`src/dps_pkg.sv`:
```
`default_nettype none
package dps_pkg;
   // clock rate used to turn times into cycle counts
   localparam int unsigned CLK_HZ = 100_000_000;
   // soft-start phase length: 1 ms per phase
   localparam int unsigned PHASE_TIME_US = 1000;
   localparam int unsigned PHASE_CYCLES = (CLK_HZ / 1_000_000) * PHASE_TIME_US;
   // full current limit applies after this many cycles at the latest
   localparam int unsigned FULL_LIMIT_CYCLES = 3072;
   // each pump ramp lasts this many cycles
   localparam int unsigned PUMP_RAMP_CYCLES = 4096;
   localparam int unsigned CNT_W = 17;
   localparam int unsigned RAMP_W = 12;

   // current-limit phase codes (quarter steps of the full 1.5 A limit)
   localparam logic [1:0] ILIM_QUARTER = 2'h0;
   localparam logic [1:0] ILIM_HALF = 2'h1;
   localparam logic [1:0] ILIM_3QUARTER = 2'h2;
   localparam logic [1:0] ILIM_FULL = 2'h3;

   // AHB-Lite register map
   localparam logic [7:0] ADDR_CTRL = 8'h00;
   localparam logic [7:0] ADDR_STATUS = 8'h04;
   localparam logic [7:0] ADDR_IRQ_STAT = 8'h08;
   localparam logic [7:0] ADDR_IRQ_MASK = 8'h0c;
   localparam logic [1:0] HTRANS_NONSEQ = 2'h2;
   // ctrl bit: board has no charge pumps (pure delay sequence)
   localparam int unsigned CTRL_NO_PUMPS = 0;
   localparam logic CTRL_RESET = 1'b0;
   // interrupt events
   localparam int unsigned IRQ_W = 3;
   localparam int unsigned IRQ_READY = 0;
   localparam int unsigned IRQ_FAULT = 1;
   localparam int unsigned IRQ_SEQ_STEP = 2;

   typedef enum logic [2:0] {
      DPS_OFF = 3'b000,
      DPS_REF = 3'b001,
      DPS_MAIN = 3'b010,
      DPS_NEG = 3'b011,
      DPS_POS = 3'b100,
      DPS_READY = 3'b101,
      DPS_FAULT = 3'b110
   } dps_state_t;

   // comparator inputs, already sampled on the oscillator clock
   typedef struct packed {
      logic main_reg;
      logic neg_fb_below_110mv;
      logic pos_fb_above_1125mv;
      logic main_under;
      logic neg_fb_above_140mv;
      logic pos_under;
      logic in_uvlo;
      logic over_temp;
   } dps_sense_t;

   // enables driven out to the analog blocks
   typedef struct packed {
      logic ref_en;
      logic ref_gnd;
      logic main_en;
      logic soft_start;
      logic ldo_en;
      logic neg_pump_en;
      logic pos_pump_en;
      logic backplane_buffer_en;
   } dps_enables_t;
endpackage
`default_nettype wire

```
`src/dps_sequencer.sv`:
```
// Added by the designer: the address map and the AHB-Lite slave port.
`default_nettype none
module dps_sequencer
   import dps_pkg::*;
(
   input wire logic hclk,
   input wire logic hresetn,
   input wire logic hsel,
   input wire logic [31:0] haddr,
   input wire logic [1:0] htrans,
   input wire logic hwrite,
   input wire logic [2:0] hsize,
   input wire logic [31:0] hwdata,
   input wire logic hready,
   output logic [31:0] hrdata,
   output logic hreadyout,
   output logic hresp,
   input wire logic power_off_request_n,
   input wire dps_sense_t sense,
   output dps_enables_t enables,
   output logic [1:0] ilim_phase,
   output logic [RAMP_W-1:0] pump_ramp,
   output logic pump_drive,
   output logic ready_n_out,
   output logic ready_n_oe,
   output logic irq
);

   ////////////////////////////////////////////////////////////////////////
   // bus slave state
   logic wr_pend, next_wr_pend;
   logic [7:0] wr_addr, next_wr_addr;
   logic [31:0] next_hrdata;
   logic ctrl_no_pumps, next_ctrl_no_pumps;
   logic [IRQ_W-1:0] irq_stat, next_irq_stat;
   logic [IRQ_W-1:0] irq_mask, next_irq_mask;

   // sequencer state
   dps_state_t state, next_state;
   logic [CNT_W-1:0] phase_cnt, next_phase_cnt;
   logic [CNT_W-1:0] ss_cnt, next_ss_cnt;
   logic [1:0] next_ilim_phase;
   logic [RAMP_W-1:0] next_pump_ramp;
   logic ramp_done, next_ramp_done;
   logic main_reg_seen, next_main_reg_seen;
   logic main_reg_q, next_main_reg_q;
   logic power_off_request_n_q, next_power_off_request_n_q;
   logic pump_drive_q, next_pump_drive;
   logic [IRQ_W-1:0] events;
   logic fault_cond;
   logic power_off_request_n_edge;
   logic bus_rd, bus_wr;

   assign bus_rd = hsel && hready && (htrans == HTRANS_NONSEQ) && !hwrite;
   assign bus_wr = hsel && hready && (htrans == HTRANS_NONSEQ) && hwrite;

   ////////////////////////////////////////////////////////////////////////
   // fault sources; only looked at once power-good is asserted
   assign fault_cond = sense.main_under | sense.pos_under |
                       sense.neg_fb_above_140mv | sense.in_uvlo;
   // a level change either way on power-off request
   assign power_off_request_n_edge = power_off_request_n_q ^ power_off_request_n;

   // sequencer next-state
   always_comb begin
      next_state = state;
      next_phase_cnt = phase_cnt;
      next_ss_cnt = ss_cnt;
      next_ilim_phase = ilim_phase;
      next_pump_ramp = pump_ramp;
      next_ramp_done = ramp_done;
      next_main_reg_seen = main_reg_seen;
      next_main_reg_q = sense.main_reg;
      next_power_off_request_n_q = power_off_request_n;
      next_pump_drive = pump_drive_q;
      events = '0;
      // ramp counter runs while a pump step is active
      if (state == DPS_NEG || state == DPS_POS) begin
         if (pump_ramp == RAMP_W'(PUMP_RAMP_CYCLES - 1)) begin
            next_ramp_done = 1'b1;
         end else begin
            next_pump_ramp = pump_ramp + RAMP_W'(1);
         end
      end
      if (!power_off_request_n) begin
         next_state = DPS_OFF;
         next_pump_drive = 1'b0;
      end else if (sense.over_temp && state != DPS_FAULT
                   && state != DPS_OFF) begin
         next_state = DPS_FAULT;
         events[IRQ_FAULT] = 1'b1;
      end else begin
         case (state)
            DPS_OFF: begin
               next_state = DPS_REF;
               next_ilim_phase = ILIM_QUARTER;
               next_phase_cnt = '0;
               next_ss_cnt = '0;
               next_main_reg_seen = 1'b0;
               next_pump_ramp = '0;
               next_ramp_done = 1'b0;
            end
            DPS_REF: begin
               next_state = DPS_MAIN;
               events[IRQ_SEQ_STEP] = 1'b1;
            end
            DPS_MAIN: begin
               next_ss_cnt = ss_cnt + CNT_W'(1);
               next_phase_cnt = phase_cnt + CNT_W'(1);
               if (sense.main_reg != main_reg_q) begin
                  next_main_reg_seen = 1'b1;
               end
               if (sense.main_reg || main_reg_seen
                   || ss_cnt >= CNT_W'(FULL_LIMIT_CYCLES - 1)) begin
                  next_ilim_phase = ILIM_FULL;
               end else if (phase_cnt == CNT_W'(PHASE_CYCLES - 1)) begin
                  next_phase_cnt = '0;
                  if (ilim_phase != ILIM_FULL) begin
                     next_ilim_phase = ilim_phase + 2'h1;
                  end
               end
               // first comparator change starts the negative pump
               if (sense.main_reg != main_reg_q || main_reg_seen) begin
                  next_state = DPS_NEG;
                  next_ilim_phase = ILIM_FULL;
                  next_pump_ramp = '0;
                  next_ramp_done = 1'b0;
                  events[IRQ_SEQ_STEP] = 1'b1;
               end
            end
            DPS_NEG: begin
               next_pump_drive = ~pump_drive_q;
               if (ctrl_no_pumps ? ramp_done
                   : sense.neg_fb_below_110mv) begin
                  next_state = DPS_POS;
                  next_pump_ramp = '0;
                  next_ramp_done = 1'b0;
                  events[IRQ_SEQ_STEP] = 1'b1;
               end
            end
            DPS_POS: begin
               next_pump_drive = ~pump_drive_q;
               if (ctrl_no_pumps ? ramp_done
                   : sense.pos_fb_above_1125mv) begin
                  next_state = DPS_READY;
                  events[IRQ_READY] = 1'b1;
               end
            end
            DPS_READY: begin
               next_pump_drive = ~pump_drive_q;
               if (fault_cond) begin
                  next_state = DPS_FAULT;
                  events[IRQ_FAULT] = 1'b1;
               end
            end
            DPS_FAULT: begin
               next_pump_drive = 1'b0;
               // latch holds until power-off request changes level
               if (power_off_request_n_edge) begin
                  next_state = DPS_OFF;
               end
            end
            default: begin
               next_state = DPS_OFF;
            end
         endcase
      end
   end

   always_ff @(posedge hclk or negedge hresetn) begin
      if (!hresetn) begin
         state <= DPS_OFF;
         phase_cnt <= '0;
         ss_cnt <= '0;
         ilim_phase <= ILIM_QUARTER;
         pump_ramp <= '0;
         ramp_done <= 1'b0;
         main_reg_seen <= 1'b0;
         main_reg_q <= 1'b0;
         power_off_request_n_q <= 1'b0;
         pump_drive_q <= 1'b0;
      end else begin
         state <= next_state;
         phase_cnt <= next_phase_cnt;
         ss_cnt <= next_ss_cnt;
         ilim_phase <= next_ilim_phase;
         pump_ramp <= next_pump_ramp;
         ramp_done <= next_ramp_done;
         main_reg_seen <= next_main_reg_seen;
         main_reg_q <= next_main_reg_q;
         power_off_request_n_q <= next_power_off_request_n_q;
         pump_drive_q <= next_pump_drive;
      end
   end

   ////////////////////////////////////////////////////////////////////////
   // enables decoded from state; regulator status is never an input here
   always_comb begin
      enables = '0;
      enables.ref_gnd = (state == DPS_OFF);
      enables.ref_en = (state != DPS_OFF);
      enables.main_en = (state == DPS_MAIN) || (state == DPS_NEG)
                        || (state == DPS_POS) || (state == DPS_READY);
      enables.ldo_en = enables.main_en;
      enables.soft_start = (state == DPS_MAIN);
      enables.neg_pump_en = (state == DPS_NEG) || (state == DPS_POS)
                            || (state == DPS_READY);
      enables.pos_pump_en = (state == DPS_POS) || (state == DPS_READY);
      enables.backplane_buffer_en = (state == DPS_READY);
   end

   assign pump_drive = pump_drive_q;
   // open drain: pull low only while ready
   assign ready_n_out = 1'b0;
   assign ready_n_oe = (state == DPS_READY);

   ////////////////////////////////////////////////////////////////////////
   // bus slave: zero wait states, writes land in the data phase
   always_comb begin
      next_wr_pend = bus_wr;
      next_wr_addr = bus_wr ? haddr[7:0] : wr_addr;
      next_ctrl_no_pumps = ctrl_no_pumps;
      next_irq_mask = irq_mask;
      next_irq_stat = irq_stat;
      // read data holds until the next read so the master's sampling edge
      // never races the register update
      next_hrdata = hrdata;
      if (wr_pend) begin
         case (wr_addr)
            ADDR_CTRL: next_ctrl_no_pumps = hwdata[CTRL_NO_PUMPS];
            ADDR_IRQ_MASK: next_irq_mask = hwdata[IRQ_W-1:0];
            ADDR_IRQ_STAT: next_irq_stat = irq_stat & ~hwdata[IRQ_W-1:0];
            default: ;
         endcase
      end
      // set wins over a clear in the same cycle
      next_irq_stat = next_irq_stat | events;
      if (bus_rd) begin
         case (haddr[7:0])
            ADDR_CTRL: next_hrdata = {31'h0, ctrl_no_pumps};
            ADDR_STATUS: next_hrdata = {21'h0, ilim_phase, state,
                                        enables.ref_en, enables.main_en,
                                        enables.neg_pump_en,
                                        enables.pos_pump_en,
                                        enables.backplane_buffer_en,
                                        state == DPS_FAULT};
            ADDR_IRQ_STAT: next_hrdata = {29'h0, irq_stat};
            ADDR_IRQ_MASK: next_hrdata = {29'h0, irq_mask};
            default: next_hrdata = '0;
         endcase
      end
   end

   always_ff @(posedge hclk or negedge hresetn) begin
      if (!hresetn) begin
         wr_pend <= 1'b0;
         wr_addr <= '0;
         ctrl_no_pumps <= CTRL_RESET;
         irq_mask <= '0;
         irq_stat <= '0;
         hrdata <= '0;
      end else begin
         wr_pend <= next_wr_pend;
         wr_addr <= next_wr_addr;
         ctrl_no_pumps <= next_ctrl_no_pumps;
         irq_mask <= next_irq_mask;
         irq_stat <= next_irq_stat;
         hrdata <= next_hrdata;
      end
   end

   assign hreadyout = 1'b1;
   assign hresp = 1'b0;
   assign irq = |(irq_stat & irq_mask);

endmodule
`default_nettype wire

```
`config.mk`:
```
export PLATFORM = sky130hd
export DESIGN_NAME = dps_sequencer
export DESIGN_NICKNAME = d
export VERILOG_FILES = /design/src/dps_pkg.sv /design/src/dps_sequencer.sv
export SDC_FILE = /design/constraint.sdc
export NUM_CORES = 1
export LEC_CHECK = 0
export ABC_AREA = 1
export BUFFER_PORTS_ARGS = -buffer_cell sky130_fd_sc_hd__buf_2
export CELL_PAD_IN_SITES_DETAIL_PLACEMENT = 0
export CELL_PAD_IN_SITES_GLOBAL_PLACEMENT = 1
export CORE_MARGIN = 2
export CORE_UTILIZATION = 40
export CTS_CLUSTER_DIAMETER = 120
export DETAILED_ROUTE_END_ITERATION = 16
export PLACE_DENSITY = 0.86
export SLEW_MARGIN = 15
export SYNTH_ARGS = -nofsm -noshare
export SYNTH_HDL_FRONTEND = slang
export SYNTH_SLANG_ARGS = --single-unit
```
`constraint.sdc`:
```
create_clock -name hclk -period 2.7 [get_ports hclk]
set_clock_uncertainty 0.05 [all_clocks]
set_input_delay 0.675 -clock hclk [delete_from_list [all_inputs] [get_ports hclk]]
set_output_delay 0.675 -clock hclk [all_outputs]
set_load 0.005 [all_outputs]
```
Yosys cells after proc, flatten, opt, wreduce, memory -nomap -nowiden

Index checks and enable logic that the tools add are counted.

Bits in registers: 104
Output and inout port bits: 60
Word-level logic and storage cells: 140

Add/sub/neg operators: 4
$lt $le $gt $ge: 1
Equal/unequal tests: 27
Mux-type cells: 52
Bitwise gates (word level): 10
Reduce and logical (&&, ||, !) cells: 30

Operator list:

| operator                                                            | count |
|---|---|
| two-way mux 12 bit                                                  | 6 |
| case mux 17 bit (2 select lines)                                    | 2 |
| case mux 11 bit (4 select lines)                                    | 1 |
| case mux 12 bit (3 select lines)                                    | 1 |
| adder 17 x 1 -> 17 bit, second input constant                       | 2 |
| two-way mux 17 bit                                                  | 2 |
| equality test 8 x 4 -> 1 bit, second input constant                 | 4 |
| two-way mux 3 bit                                                   | 10 |
| case mux 3 bit (7 select lines)                                     | 1 |
| two-way mux 1 bit                                                   | 20 |
| equality test 17 bit, second input constant                         | 1 |
| greater-or-equal comparator 17 x 12 -> 1 bit, second input constant | 1 |
| zero test 8 bit                                                     | 2 |
| adder 12 x 1 -> 12 bit, second input constant                       | 1 |
| equality test 12 bit, second input constant                         | 1 |
| != test 4 bit, second input constant                                | 3 |
| AND reduction 5 bit                                                 | 2 |
| equality test 3 bit, second input constant                          | 3 |
| logical OR 1 bit                                                    | 9 |
| equality test 8 x 3 -> 1 bit, second input constant                 | 1 |
| two-way mux 2 bit                                                   | 4 |
| != test 4 x 1 -> 1 bit, second input constant                       | 2 |
| != test 4 x 2 -> 1 bit, second input constant                       | 2 |
| bitwise AND 3 bit                                                   | 2 |
| other kinds (26)                                                    | 41 |

Longest topological paths before layout

Depth in word-level cells: 8
Depth in mapped cells: 12

Worst setup path after synthesis

No wires, ideal clock.

Path kind: reg2out
Start point: register state[1]
End point: output enables[5] (netlist bit)
Arrival time: 1.276 ns
Setup slack: 0.699 ns
Stages on the path, launching flop included: 8
Buffers on the path: 2
Path through: dfrtp_1 > buf_6 > nor3_1 > inv_2 > nand2_1 > nor2_1 > nand2_1 > buf_4

RTL lines:

| what                   | RTL line             | source |
|---|---|---|
| start, declared        | dps_sequencer.sv:39  | `dps_state_t state, next_state;` |
| start signal, assigned | dps_sequencer.sv:183 | `state <= next_state;` |
| end, declared          | dps_sequencer.sv:20  | `output dps_enables_t enables,` |

==> out/metrics.cfg <==
[logic_synthesis]
synth_cell_types=49
async_reset_ff_share_pct=100
synthTopCellsByCount=164 x nand2_1, 85 x inv_1, 85 x nor2_1
yosysTopAreaCell=dfrtp_1
synth-edff-count=0
synth-main-ff-cell=dfrtp_1
synth_area_mm2=0.00504
yosysMostFrequentCell=nand2_1
ys_ff_latch=83
yosys_warnings=0
synth_area_leaders=dfrtp_1 41%, nand2_1 12%, inv_1 6.3%, nor2_1 6.3%, nand3_1 4.8%
synth.avg_cell_area_um2=7.49
synth_top_cell_area_share_pct=41.2
yosysSeqAreaShare_pct=41.2
synthCells=673

[final_layout]
antenna_cells=0
area_growth_syn_to_layout_pct=14.1
fin_cells=911
drive_above_1_share_pct=16.0
fillers=1232
nNetsFinal=825
fin_area_mm2=0.00575

[setup_path]
crit_path_max_incr_delay_ns=0.47
reg2reg_slack_ns=0.64
crit_slowest_cell=dfrtp_1
cp-start-kind=flip-flop
crit_required_ns=1.98
arrival_ns=1.82
path_class=reg2out
end_kind=primary output
crit_path_max_fanout=6
crit_chain=inv_2 -> nor2_1 -> nand2_2 -> nand2_1 -> nor2_1 -> nand2_1 -> buf_2

[placement]
dpl_cell_area_mm2=0.00543
port_buffers=62
dp.final_hpwl_mm=8.81
gp_congestion=0.884
placedCellCount=895
post-place-ws_ns=0.418

[route]
firstDrtPassIters=5
vias=4464
wirelength_mm=11.8
topRoutingLayerUsed=met4
drc=0
post_drt_wl_per_cell_um=12.9
postRouteAntennaNets=0
wl_met1_mm=5.56
met2_length_mm=5.63
drt-initial-drc-count=221
viasPerCell=4.90
met3WireLength_um=489

[floorplanning]
num_io_pins=143
die_w_um=116
die_area_mm2=0.0135
initial_core_util_pct=41.4
fp-row-count=40
die_h_um=116
core_mm2=0.0122

[power_and_ir_drop]
ir_drop_uv=417
switching_share_pct=39.1
fin_total_pwr_mw=4.26
p_int_mw=2.60
clkPwrFrac_pct=30.0
share_comb_of_total_power_pct=32.8
p_leak_nw=2.92
p_switching_mw=1.67
pwr-share-seq_pct=37.2
cellPowerDensity_mw_per_mm2=742

[sta]
max_freq_mhz=393
fin_crit_sh_pct=94.3
slew_headroom_pct=60.7
setup_ws_ns=0.154
slew_violations=0
finalHoldViolCount=0
fin_setup_tns_ns=0
post-route-min-period_ns=2.55
worst_pin_slew_ns=0.588
setup_violations=0
rsz0062_at_grt=no

[worst_hold_path]
hold_path.class=in2async

[global_routing]
grt_max_degree=53
grt.overflow.total=0
grt_pass1_vias=4269
grt_pass1_wl_mm=20.1
grt_antenna_before_repair=0
grt_usage_pct=18.8

[clocking]
cts-root-buf=clkbuf_16
hold_buffers=0
ctsHtreeMaxLevel=3
cts_tree=done
cts_buffers=9
clk_pin_slew_ns=0.07
cts_setup_buffers=0
clock_tree.buffer_depth=2
worstSkewPairLatency_ns=0.35
clock_sinks=83

[run]
maxCapViolCount=0

[status]
status=finished clean

[metrics by stage]
step | utilization [%] | hold WS [ns]
final | 47.3 | 0.219
after global routing | 47.3 | 0.243
after CTS | 47.2 | 0.222
after detailed placement | 44.7 | 0.425
after global placement | 44.7 | 0.419
after floorplan | - | 0.329
[worst paths after layout]
check,start,to,cells after the start
setup / recovery,state[0],enables[5],7
hold / removal,hresetn,phase_cnt[7],1
setup reg to reg,state[2],phase_cnt[8],10
hold reg to reg,wr_addr[7],wr_addr[7],2
max in group asynchronous,hresetn,ctrl_no_pumps,2
min in group hclk,sense[7],main_reg_q,1
[layer usage]
metal	GRT usage, %	vias to the layer above
li1	-	2260
met1	24.6	2103
met2	31.7	96
met3	4.51	5
met4	4.05	0
met5	0	-
[critical path, delay by kind of cell (launching register included)]
| family | cells | cell delay (ns) |
|---|---|---|
| DFF | 1 | 0.47 |
| and+or+nand+nor | 5 | 0.68 |
| buffers and inverters | 2 | 0.31 |
[power by group through the flow]
stage | registers [mW] | logic, mW | clock network, mW
after floorplan | 1.55 | 1.07 | 0
after global placement | 1.60 | 1.38 | 0
after detailed placement | 1.61 | 1.40 | 0
after CTS | 1.58 | 1.41 | 1.31
after global routing | 1.61 | 1.58 | 1.37
final | 1.59 | 1.40 | 1.28
[layout make-up]
| cell class | count | area (um^2) | area share [%] |
|---|---|---|---|
| clock inverter | 7 | 82.6 | 1.44 |
| timing repair buffer | 68 | 370 | 6.44 |
| sequential | 83 | 2080 | 36.1 |
| tap | 168 | 210 | 3.66 |
| clock buffer | 9 | 225 | 3.92 |
| multi-input combinational | 485 | 2440 | 42.4 |
| inverter | 91 | 343 | 5.97 |
[flip-flops by register name, indices dropped and copies added, names as in the netlist, 2 cells and up]
signal and flops:
phase_cnt 17, ss_cnt 17, pump_ramp 12, hrdata 11, wr_addr 8, irq_mask 3
irq_stat 3, state 3, ilim_phase 2
[cell usage in the layout (no fill, tap or decap), types with 3 or more instances in the layout]
cell and n:
dfrtp_1 83, conb_1 24, nand2_2 6, nand2_4 5
nand3_1 48, ha_1 4, nor2_1 85, a22o_1 8
clkbuf_16 9, xor2_1 12, buf_2 61, a21oi_1 10
nand2_1 163, o21ai_0 38, buf_4 6, inv_2 5
o21ai_1 4, inv_1 85, nor3_2 3, nor3_1 13
nand4_1 30
[kinds of logic after synthesis]
group	share of synthesized area [%]
buf+inv	12.2
mux	0.447
compound gates	8.87
xor+xnor	2.43
fa+ha+maj	0.993
other cells	0.149
flops	41.2
simple gates	33.7
[what timing repair did]
| item | 4_1_cts | 5_1_grt |
|---|---|---|
| resized for setup | 0 | 2 |
| setup endpoints to repair | 0 | 3 |
| endpoints found under the hold margin | 0 | 0 |
(Power assumes the default switching activity.)
